## src/pin_change_pkg.sv

```systemverilog
// constants and types for the pin change edge detector
package pin_change_pkg;

    // register bus geometry
    localparam int unsigned ADDR_W = 4;
    localparam int unsigned DATA_W = 8;

    // register offsets (one byte register per address)
    localparam logic [3:0] OFS_PORTA_RISE   = 4'h0;
    localparam logic [3:0] OFS_PORTA_FALL   = 4'h1;
    localparam logic [3:0] OFS_PORTA_FLAGS  = 4'h2;
    localparam logic [3:0] OFS_PORTB_RISE   = 4'h3;
    localparam logic [3:0] OFS_PORTB_FALL   = 4'h4;
    localparam logic [3:0] OFS_PORTB_FLAGS  = 4'h5;
    localparam logic [3:0] OFS_PORTC_RISE   = 4'h6;
    localparam logic [3:0] OFS_PORTC_FALL   = 4'h7;
    localparam logic [3:0] OFS_PORTC_FLAGS  = 4'h8;
    localparam logic [3:0] OFS_PORTE_RISE   = 4'h9;
    localparam logic [3:0] OFS_PORTE_FALL   = 4'hA;
    localparam logic [3:0] OFS_PORTE_FLAGS  = 4'hB;
    localparam logic [3:0] OFS_IRQ_CTRL     = 4'hC;
    localparam logic [3:0] OFS_IRQ_STATUS   = 4'hD;
    localparam logic [3:0] OFS_IRQ_CLEAR    = 4'hE;
    localparam logic [3:0] OFS_IRQ_ENABLE   = 4'hF;

    // port E implements only bit 3
    localparam logic [7:0] PORTE_MASK   = 8'h08;
    localparam logic [7:0] REG_RESET    = 8'h00;
    localparam logic [7:0] READ_ZERO    = 8'h00;

    // port indexing and register kinds within a port
    localparam logic [3:0] REGS_PER_PORT = 4'h3;
    localparam logic [2:0] PORT_NONE     = 3'h4;
    localparam logic [1:0] KIND_RISE     = 2'h0;
    localparam logic [1:0] KIND_FALL     = 2'h1;
    localparam logic [1:0] KIND_FLAGS    = 2'h2;
    localparam logic [7:0] FULL_MASK     = 8'hFF;

    // irq control register fields
    localparam int unsigned CTRL_IRQ_EN_BIT = 0;

    // event status bits: one per port
    localparam int unsigned EV_W      = 4;
    localparam int unsigned EV_PORTA  = 0;
    localparam int unsigned EV_PORTB  = 1;
    localparam int unsigned EV_PORTC  = 2;
    localparam int unsigned EV_PORTE  = 3;
    localparam logic [3:0]  EV_RESET  = 4'h0;

endpackage : pin_change_pkg

```

## src/pin_change_edge_detector.sv

```systemverilog
// pin change edge detector with register port and level interrupt
`timescale 1ns/1ns
module pin_change_edge_detector
    import pin_change_pkg::*;
(
    // clock, reset, enable
    input  wire logic              clk,
    input  wire logic              rst_n,
    input  wire logic              clk_en,
    // external pins
    input  wire logic [7:0]        porta_pin,
    input  wire logic [7:0]        portb_pin,
    input  wire logic [7:0]        portc_pin,
    input  wire logic [7:0]        porte_pin,
    // register port
    input  wire logic [ADDR_W-1:0] reg_addr,
    input  wire logic [DATA_W-1:0] reg_wdata,
    input  wire logic              reg_write,
    input  wire logic              reg_read,
    output      logic [DATA_W-1:0] reg_rdata,
    // interrupt
    output      logic              pin_change_irq_flag,
    output      logic              pin_change_irq,
    output      logic              irq
);

    // per-port storage: index 0 A, 1 B, 2 C, 3 E
    logic [7:0] rise_en   [4];
    logic [7:0] fall_en   [4];
    logic [7:0] flags     [4];
    logic [7:0] pin_prev  [4];
    logic [7:0] pin_now   [4];
    logic [7:0] impl_mask [4];
    logic [7:0] edge_hit  [4];
    logic       pin_change_irq_en;
    logic [EV_W-1:0] ev_status;
    logic [EV_W-1:0] ev_enable;
    logic [EV_W-1:0] ev_pulse;
    logic       pins_valid;

    // port index of a register address, or 4 when not a per-port register
    function automatic logic [2:0] port_of(input logic [3:0] a);
        port_of = (a < OFS_IRQ_CTRL) ? 3'(a / REGS_PER_PORT) : PORT_NONE;
    endfunction : port_of

    // kind within a port: 0 rise, 1 fall, 2 flags
    function automatic logic [1:0] kind_of(input logic [3:0] a);
        kind_of = 2'(a % REGS_PER_PORT);
    endfunction : kind_of

    // pin vectors and implemented-bit masks
    always_comb begin
        pin_now[0]   = porta_pin;
        pin_now[1]   = portb_pin;
        pin_now[2]   = portc_pin;
        pin_now[3]   = porte_pin;
        impl_mask[0] = FULL_MASK;
        impl_mask[1] = FULL_MASK;
        impl_mask[2] = FULL_MASK;
        impl_mask[3] = PORTE_MASK;
    end

    // edge detection against the last sample
    always_comb begin
        for (int p = 0; p < 4; p++) begin
            edge_hit[p] = ((rise_en[p] & pin_now[p] & ~pin_prev[p])
                         | (fall_en[p] & ~pin_now[p] & pin_prev[p]))
                         & impl_mask[p] & {8{pins_valid}};
        end
    end

    // pin history; first sample after reset only primes it
    always_ff @(posedge clk) begin
        if (!rst_n) begin
            pins_valid <= 1'b0;
            for (int p = 0; p < 4; p++) pin_prev[p] <= REG_RESET;
        end else if (clk_en) begin
            pins_valid <= 1'b1;
            for (int p = 0; p < 4; p++) pin_prev[p] <= pin_now[p];
        end
    end

    // edge enable registers
    always_ff @(posedge clk) begin
        if (!rst_n) begin
            for (int p = 0; p < 4; p++) begin
                rise_en[p] <= REG_RESET;
                fall_en[p] <= REG_RESET;
            end
        end else if (clk_en && reg_write && port_of(reg_addr) < PORT_NONE) begin
            for (int p = 0; p < 4; p++) begin
                if (port_of(reg_addr) == 3'(p) && kind_of(reg_addr) == KIND_RISE)
                    rise_en[p] <= reg_wdata & impl_mask[p];
                if (port_of(reg_addr) == 3'(p) && kind_of(reg_addr) == KIND_FALL)
                    fall_en[p] <= reg_wdata & impl_mask[p];
            end
        end
    end

    // change flags: hardware sets, software writes zero to clear, set wins
    always_ff @(posedge clk) begin
        if (!rst_n) begin
            for (int p = 0; p < 4; p++) flags[p] <= REG_RESET;
        end else if (clk_en) begin
            for (int p = 0; p < 4; p++) begin
                if (reg_write && port_of(reg_addr) == 3'(p) && kind_of(reg_addr) == KIND_FLAGS)
                    flags[p] <= ((flags[p] & reg_wdata) | edge_hit[p]) & impl_mask[p];
                else
                    flags[p] <= flags[p] | edge_hit[p];
            end
        end
    end

    // shared flag and gated request
    assign pin_change_irq_flag = |{flags[0], flags[1], flags[2], flags[3]};
    assign pin_change_irq      = pin_change_irq_flag & pin_change_irq_en;

    // per-port event pulses for sticky status
    always_comb begin
        for (int p = 0; p < EV_W; p++) ev_pulse[p] = |edge_hit[p];
    end

    // irq control, sticky status, status enable
    always_ff @(posedge clk) begin
        if (!rst_n) begin
            pin_change_irq_en <= 1'b0;
            ev_status         <= EV_RESET;
            ev_enable         <= EV_RESET;
        end else if (clk_en) begin
            if (reg_write && reg_addr == OFS_IRQ_CTRL)
                pin_change_irq_en <= reg_wdata[CTRL_IRQ_EN_BIT];
            if (reg_write && reg_addr == OFS_IRQ_ENABLE)
                ev_enable <= reg_wdata[EV_W-1:0];
            if (reg_write && reg_addr == OFS_IRQ_CLEAR)
                ev_status <= (ev_status & ~reg_wdata[EV_W-1:0]) | ev_pulse;
            else
                ev_status <= ev_status | ev_pulse;
        end
    end

    assign irq = |(ev_status & ev_enable);

    // read data, valid the cycle after the strobe
    always_ff @(posedge clk) begin
        if (!rst_n) begin
            reg_rdata <= READ_ZERO;
        end else if (clk_en) begin
            reg_rdata <= READ_ZERO;
            if (reg_read) begin
                case (reg_addr)
                    OFS_IRQ_CTRL:   reg_rdata <= {7'h00, pin_change_irq_en};
                    OFS_IRQ_STATUS: reg_rdata <= {4'h0, ev_status};
                    OFS_IRQ_CLEAR:  reg_rdata <= READ_ZERO;
                    OFS_IRQ_ENABLE: reg_rdata <= {4'h0, ev_enable};
                    default: begin
                        for (int p = 0; p < 4; p++) begin
                            if (port_of(reg_addr) == 3'(p)) begin
                                case (kind_of(reg_addr))
                                    KIND_RISE: reg_rdata <= rise_en[p] & impl_mask[p];
                                    KIND_FALL: reg_rdata <= fall_en[p] & impl_mask[p];
                                    default: reg_rdata <= flags[p] & impl_mask[p];
                                endcase
                            end
                        end
                    end
                endcase
            end
        end
    end
endmodule : pin_change_edge_detector

```

## config.mk

```make
export PLATFORM = sky130hd
export DESIGN_NAME = pin_change_edge_detector
export DESIGN_NICKNAME = d
export VERILOG_FILES = /design/src/pin_change_pkg.sv /design/src/pin_change_edge_detector.sv
export SDC_FILE = /design/constraint.sdc
export NUM_CORES = 1
export LEC_CHECK = 0
export BUFFER_PORTS_ARGS = -buffer_cell sky130_fd_sc_hd__buf_4
export CAP_MARGIN = 40
export CORE_MARGIN = 2
export CORE_UTILIZATION = 55
export CTS_BUF_LIST = sky130_fd_sc_hd__clkbuf_4 sky130_fd_sc_hd__clkbuf_8
export DETAILED_ROUTE_END_ITERATION = 7
export PLACE_DENSITY_LB_ADDON = 0.3
export SYNTH_ARGS = -nofsm -noshare
export SYNTH_HDL_FRONTEND = slang
export SYNTH_SLANG_ARGS = --single-unit
```

## constraint.sdc

```tcl
create_clock -name clk -period 11.6 [get_ports clk]
set_input_delay 0.58 -clock clk [delete_from_list [all_inputs] [get_ports clk]]
set_output_delay 0.58 -clock clk [all_outputs]
set_load 0.1 [all_outputs]
```

# After elaboration in Yosys (flattened, before gate mapping)
# Memory sizes are Yosys's and may differ from the RTL's.
# Index checks and enable logic that the tools add are counted.
[word_totals] register_bits=18 ramBits=128 in_bits=49 output_inout_bits=11 mem_count=4
[memory_table] memory="fall_en" depth=4 width=8 read_ports=4 rd_clocked_by_memory_dff=0 wr=4 line_no="pin_change_edge_detector.sv:29" source="logic [7:0] fall_en [4];"
[memory_table] memory="flags" depth=4 width=8 read_ports=4 rd_clocked_by_memory_dff=0 wr=4 line_no="pin_change_edge_detector.sv:30" source="logic [7:0] flags [4];"
[memory_table] memory="pin_prev" depth=4 width=8 read_ports=4 rd_clocked_by_memory_dff=0 wr=4 line_no="pin_change_edge_detector.sv:31" source="logic [7:0] pin_prev [4];"
[memory_table] memory="rise_en" depth=4 width=8 read_ports=4 rd_clocked_by_memory_dff=0 wr=4 line_no="pin_change_edge_detector.sv:28" source="logic [7:0] rise_en [4];"
[op_classes] div_mod_pow=2 order_cmp=2 eq_ne=9 n_mux=100 bitwise_logic=70 reduce_logical=31
[op_table] operator="8-bit 2-to-1 mux" count=25
[op_table] operator="8-bit bitwise AND" count=18
[op_table] operator="8-bit OR" count=10
[op_table] operator="1-bit 2-to-1 mux" count=68
[op_table] operator="8-bit NOT" count=6
[op_table] operator="8-bit case mux with 2 select lines" count=3
[op_table] operator="8-bit case mux with 4 select lines" count=1
[op_table] operator="32-bit OR reduction" count=1
[op_table] operator="8-bit OR reduction" count=4
[op_table] operator="4-bit bitwise AND" count=7
[op_table] operator="1-bit logical AND" count=21
[op_table] operator="1-bit OR" count=20
[op_table] operator="4-bit equality test, second input constant" count=4
[op_table] operator="4-bit OR" count=4
[op_table] operator="4-bit NOT" count=3
[op_table] operator="4-bit by 8-bit bitwise AND with 8-bit output" count=1
[op_table] operator="4-bit case mux with 2 select lines" count=1
[op_table] operator="3-bit by 2-bit equality test with 1-bit output, second input constant" count=2
[op_table] operator="4-bit by 2-bit divider with 4-bit output, second input constant" count=1
[op_table] operator="4-bit < comparator, second input constant" count=1
[op_table] operator="4-bit by 2-bit modulo with 4-bit output, second input constant" count=1
[op_table] operator="4-bit 2-to-1 mux" count=1
[op_table] operator="2-bit AND reduction" count=2
[op_table] operator="4-bit OR reduction" count=1
[op_table] operator="other kinds (8)" count=8

# Longest topological paths before layout
# Gate-level depths: netlist (run 1).
[depth] ltp_word=11 depth_mapped=18 mapped_depth_nobuf=15

# Worst setup path after synthesis (run 1)
# OpenSTA, ideal clock, no wires.
[synth_path] path_type="input to register" startpoint="in reg_addr[3]" endpoint="mem rise_en[2][0], enable pin" setup_time_ns=0.384 arrival_time_ns=4.119 required_ns=11.216 setup_slack_ns=7.097 cell_stages=16 n_path_buf=2 path_cell_list="nand2b_1 -> inv_1 -> ha_1 -> inv_1 -> ha_1 -> nand2_1 -> o21ai_0 -> clkbuf_1 -> ha_1 -> nand2b_1 -> o21ai_2 -> a21boi_2 -> buf_6 -> mux2_2 -> or3_1 -> o21ai_0"
[synth_rtl] item="start, declared" line_no="pin_change_edge_detector.sv:16" source="input wire logic [ADDR_W-1:0] reg_addr,"
[synth_rtl] item="end, declared" line_no="pin_change_edge_detector.sv:28"

==> run metrics, run 1 <==
height of the die 113 um; Finished Layout Cells 856; Min-Delay Path Depth 2; vias per std cell 6.49; CORE AREA 11500 sq um; Final #Nets 752; cells along the critical path buf_4 -> nand2b_1 -> inv_1 -> ha_1 -> inv_1 -> ha_1 -> or2_2 -> o21ai_0 -> buf_4 -> ha_1 -> or3b_4 -> o21ai_2 -> a21boi_2 -> mux2_2 -> or3_1 -> o21ai_0 -> buf_4; first-pass GRT wire length 28.9 mm; final setup violation count 0; PortBufs 52; Skew-Pair Late Insertion Delay 440 ps; Routed WL 18.8 mm; Critical Path Fanout Max 15; via count 5557; uppermost layer routed met4; Reg clk slew, reported paths 70 ps; commonest cells after routing, fill and taps aside edfxtp_1 (100), nand2_1 (80), o21ai_0 (66); DP Cell Count 823; WL met3 2.02 mm; post-CTS resize count 0; post-synth top area cell edfxtp_1; Clock Path Buffers 2; Starting Density 0.567; GR Overflow Total 0; synth warn 0; chip width 113 um; VDD IR max 0.0762 mV; share of layout cells above drive strength 1 0.165; remaining antenna violation count 0; Total GRT Usage 0.299; number of global-route vias before repair 5389; sequential share of the synthesized area 0.517; Relative slew margins 0.410; outcome complete, no violations; crit path time final 5030 ps; Clock Skews 12.3 ps; syn_nets 705; first drt pass iteration count 7; Layout area overhead 14.1%; ys async rst share 0; post-synth top area share 0.462; die area 12700 sq um; Post-Syn Instances 653; TritonCTS buffer count 17; Post-synth EDFFs 100; WL met2 8.83 mm; Leak 2.88 nW; # rows 39; diode count 0; RR Startpoint fall_en[0][6]$_SDFFCE_PN0P_; WP data required 11740 ps; post-CTS setup buffers 0; wire length per cell after detailed routing 21.9 um; H-Tree Depth 4; R2R cell count 5; TNS Setup 0 ps; # IOs 60; CP arrival 5170 ps; PwrDens 141 nW/um^2; CTS tree built; most common cell after layout, fill and taps aside edfxtp_1; Synth Register Bits 118; max frequency 0.199 GHz; fillcell total 907; HP Class in -> reg; Slowest-stage cell, CP a21boi_2; DRC viols 0; Worst R2R End ev_status[0]$_SDFFE_PN0P_; Metal-1 WL 7.32 mm; CTS root buf clkbuf_8; critical setup path kind in -> reg; Final Wtd Congestion 0.953; RSZ-0062 raised after global routing false; Most used DFF post-synth edfxtp_1; Worst Path Buf+Inv 5; Crit path max-delay family simple AND/OR/NAND/NOR gates; period utilisation layout 0.434; Synth area leaders edfxtp_1 (46%), dfxtp_1 (5.5%), and2_1 (5.1%); largest net degree at the start of global routing 49; hold buffer count at cts 0; startpoint class of the critical path input pin; actual slew at the worst max-slew pin 885 ps; Synth cell types 65; max incr delay on CP 660 ps; synthesized cell area 6500 sq um; initial drt markers 733; syn_area_per_cell 9.95 sq um; nature of the critical path endpoint flop; Final Max Tran Viols 0; antenna violations before repair 0; FF-to-FF setup slack 9940 ps; endpoints failing hold 0; clock sink total 118; max cap viols 0; hold_sp porta_pin[1]; DP Wirelength 12.8 mm; WHS Endpoint pin_prev[0][1]$_SDFFCE_PN0P_
[layer usage]
layer / vias up / track usage
met5: - / 0
met4: 0 / 0.118
met3: 59 / 0.0621
met2: 350 / 0.475
met1: 2632 / 0.405
li1: 2516 / -
[worst register-to-register path, stage by stage, from the launching register on]
cell      delay, ps
edfxtp_1        390
nand3b_1         90
o21ai_0         160
o41ai_1         460
a21oi_1         200
a31o_2          260
[Yosys cell counts, types with 4 or more instances]
| master | number |
|---|---|
| o21ai_0 | 66 |
| buf_2 | 4 |
| nand3b_1 | 26 |
| mux2i_1 | 26 |
| nor4_1 | 18 |
| nand2_1 | 80 |
| a22oi_1 | 5 |
| mux2_2 | 5 |
| and3_1 | 28 |
| nor2_1 | 40 |
| inv_1 | 8 |
| edfxtp_1 | 100 |
| nor2b_1 | 10 |
| clkbuf_1 | 29 |
| nor3_1 | 10 |
| dfxtp_1 | 18 |
| and2_1 | 53 |
| nor3_2 | 4 |
| a21oi_1 | 44 |
| nand2b_1 | 7 |
| nand3_1 | 5 |
| nand4_1 | 5 |
[where the power goes]
group          switching (mW)  internal, mW
Sequential             0.0195         0.489
Clock                   0.161         0.208
Combinational           0.113        0.0570
[final cells by class]
cell class,instances,area (sq um),share of cell area
Timing Repair Buffer,64,495,0.0668
Inverter,8,30.0,0.00405
Clock buffer,28,342,0.0461
Clock inverter,4,46.3,0.00624
Tap cell,143,179,0.0241
Sequential cell,118,3360,0.454
Multi-Input combinational cell,491,2960,0.399
[worst max path at each step]
stage | start | to | depth (start not counted)
after CTS | reg_addr[3] | rise_en[2][4]$_SDFFCE_PN0P_ | 17
after floorplan | reg_addr[3] | rise_en[2][0]$_SDFFCE_PN0P_ | 16
after global routing | reg_addr[3] | rise_en[2][3]$_SDFFCE_PN0P_ | 17
final | reg_addr[3] | rise_en[2][3]$_SDFFCE_PN0P_ | 17
after global placement | reg_addr[3] | fall_en[2][5]$_SDFFCE_PN0P_ | 17
after detailed placement | reg_addr[3] | rise_en[2][4]$_SDFFCE_PN0P_ | 17
[stage by stage]
stage / util / power (mW) / worst slack (ps) / hold slack (ps) / instance area, sq um
after floorplan: - / 0.618 / 7100 / 444 / 6500
after global placement: 0.608 / 0.673 / 6180 / 456 / 6970
after detailed placement: 0.612 / 0.680 / 5980 / 457 / 7020
after CTS: 0.646 / 1.04 / 6420 / 462 / 7410
after global routing: 0.647 / 1.08 / 6380 / 463 / 7410
final: 0.647 / 1.05 / 6570 / 464 / 7410
[cell families (layout without fill, tap and decap cells)]
| logic type | count (synthesis) | in the layout | share of synthesized area |
|---|---|---|---|
| and+or+nand+nor | 299 | 299 | 0.250 |
| adders and majority gates | 3 | 3 | 0.00578 |
| DFF | 118 | 118 | 0.517 |
| AOI/OAI and AO/OA | 157 | 157 | 0.148 |
| buffers and inverters | 44 | 104 | 0.0273 |
| muxes | 32 | 32 | 0.0522 |
[flip-flops by register name, summed over array words and instances, names as in the netlist]
register	flops
rise_en	25
pins_valid	1
flags	25
fall_en	25
pin_prev	25
pin_change_irq_en	1
ev_enable	4
ev_status	4
reg_rdata	8
Power figures use the tool's default switching activity.
==> run 2: changes to the inputs <==
- clock period: 11.6 -> 4.41 ns (I/O delays scaled with it)
==> run metrics, run 2 (same netlist as run 1, synthesis figures left out) <==
outcome complete, no violations (unchanged); Reg clk slew, reported paths 70 ps (about the same); Clock Skews 6.72 ps (was 12.3 ps); Finished Layout Cells 860 (was 856); diode count 0 (unchanged); TNS Setup 0 ps (unchanged); first-pass GRT wire length 29.0 mm (was 28.9 mm); antenna violations before repair 0 (unchanged); Slowest-stage cell, CP mux2_2 (was a21boi_2); startpoint class of the critical path input pin (unchanged); chip width 113 um (unchanged); DRC viols 0 (unchanged); post-CTS setup buffers 0 (unchanged); Critical Path End rise_en[2][1]$_SDFFCE_PN0P_ (was rise_en[2][3]$_SDFFCE_PN0P_); DP Cell Count 828 (was 823); # IOs 60 (unchanged); period utilisation layout 0.856; HP Class in -> reg (unchanged); VDD IR max 0.280 mV (was 0.0762 mV); RSZ-0062 raised after global routing false (unchanged); WP data required 4560 ps (was 11740 ps); Total GRT Usage 0.301 (was 0.299); Leak 2.93 nW (was 2.88 nW); die area 12700 sq um (unchanged); Worst R2R End ev_status[0]$_SDFFE_PN0P_ (unchanged); initial drt markers 785 (was 733); post-CTS resize count 0 (unchanged); # rows 39 (unchanged); number of global-route vias before repair 5434 (was 5389); nature of the critical path endpoint flop (unchanged); height of the die 113 um (unchanged); hold buffer count at cts 0 (unchanged); max incr delay on CP 460 ps (was 660 ps); crit path time final 3780 ps; vias per std cell 6.38 (was 6.49); via count 5484 (was 5557); PwrDens 394 nW/um^2 (was 141 nW/um^2); actual slew at the worst max-slew pin 818 ps (was 885 ps); max cap viols 0 (unchanged); Layout area overhead 16.0% (was 14.1%); Skew-Pair Late Insertion Delay 440 ps (about the same); critical setup path kind in -> reg (unchanged); Final Wtd Congestion 0.948 (was 0.953); largest net degree at the start of global routing 49 (unchanged); CTS root buf clkbuf_8 (unchanged); CTS tree built (unchanged); clock sink total 118 (unchanged); CP arrival 3920 ps (was 5170 ps); Clock Path Buffers 2 (unchanged); Starting Density 0.567 (unchanged); endpoints failing hold 0 (unchanged); first drt pass iteration count 6 (was 7); fillcell total 942 (was 907); Critical Path Fanout Max 12 (was 15); DP Wirelength 12.9 mm (was 12.8 mm); Final Max Tran Viols 0 (unchanged); remaining antenna violation count 0 (unchanged); wire length per cell after detailed routing 21.5 um (was 21.9 um); cells along the critical path buf_4 -> nand2b_1 -> inv_1 -> ha_1 -> inv_1 -> ha_1 -> nand2_1 -> o21ai_0 -> ha_1 -> or3b_4 -> o21ai_2 -> a21boi_2 -> mux2_2 -> or3_1 -> o21ai_0 -> buf_4 (was buf_4 -> nand2b_1 -> inv_1 -> ha_1 -> inv_1 -> ha_1 -> or2_2 -> o21ai_0 -> buf_4 -> ha_1 -> or3b_4 -> o21ai_2 -> a21boi_2 -> mux2_2 -> or3_1 -> o21ai_0 -> buf_4); R2R cell count 5 (unchanged); GR Overflow Total 0 (unchanged); TritonCTS buffer count 17 (unchanged); final setup violation count 0 (unchanged); Worst Setup SP reg_addr[3] (unchanged); Routed WL 18.5 mm (was 18.8 mm); CORE AREA 11500 sq um (unchanged); share of layout cells above drive strength 1 0.170 (was 0.165); H-Tree Depth 4 (unchanged); FF-to-FF setup slack 2770 ps (was 9940 ps); Relative slew margins 0.453 (was 0.410); RR Startpoint pin_prev[0][6]$_SDFFCE_PN0P_ (was fall_en[0][6]$_SDFFCE_PN0P_); Final #Nets 756 (was 752); commonest cells after routing, fill and taps aside edfxtp_1 (100), nand2_1 (80), o21ai_0 (66) (unchanged); Crit path top cell by count ha_1; max frequency 0.265 GHz; most common cell after layout, fill and taps aside edfxtp_1 (unchanged); PortBufs 52 (unchanged)
run 2: per-layer routing:
metal | up-vias | wire (um) | global-route usage | share of wire
li1 | 2533 | - | - | -
met1 | 2589 | 7580 | 0.411 | 0.41
met2 | 310 | 8610 | 0.474 | 0.47
met3 | 52 | 1760 | 0.0648 | 0.095
met4 | 0 | 512 | 0.122 | 0.028
met5 | - | 0 | 0 | 0
run 2: critical path, delay by kind of cell:
kind | cells | cell delay (ps)
buffers and inverters | 4 | 530
and+or+nand+nor | 4 | 1230
muxes | 1 | 460
AOI/OAI and AO/OA | 4 | 830
adders and majority gates | 3 | 640
run 2: stage by stage:
step	cell area (sq um)	hold slack (ps)	power [mW]	worst slack [ps]	utilization
floorplan	6500	387	1.63	267	-
detailed placement	7060	461	1.80	234	0.616
global route	7540	86.6	3.06	421	0.658
finish	7540	101	2.97	634	0.658
CTS	7540	84.1	2.97	691	0.658
global placement	7010	457	1.79	321	0.611
run 2: final cells by class:
type,count,area [sq um],area share
flip-flops and latches,118,3360,0.446
well taps,143,179,0.0237
inverters,8,30.0,0.00398
multi-input cells,491,2960,0.392
clock inverters,8,168,0.0222
clock buffers,24,312,0.0413
repair buffers,68,531,0.0704
run 2: report_power, final:
group / internal (mW) / switching, mW
Sequential: 1.29 / 0.0492
Combinational: 0.156 / 0.295
Clock: 0.751 / 0.433
Total: 2.19 / 0.777
run 2: worst min path at each step:
stage,start,end,cells after the start
6_report,porta_pin[7],pin_prev[0][7]$_SDFFCE_PN0P_,2
5_1_grt,porta_pin[6],pin_prev[0][6]$_SDFFCE_PN0P_,2
4_1_cts,porta_pin[7],pin_prev[0][7]$_SDFFCE_PN0P_,2
3_5_place_dp,reg_rdata[2]$_SDFFE_PN0P_,reg_rdata[2]$_SDFFE_PN0P_,1
3_3_place_gp,reg_rdata[1]$_SDFFE_PN0P_,reg_rdata[1]$_SDFFE_PN0P_,2
2_1_floorplan,reg_wdata[0],ev_enable[0]$_SDFFE_PN0P_,2
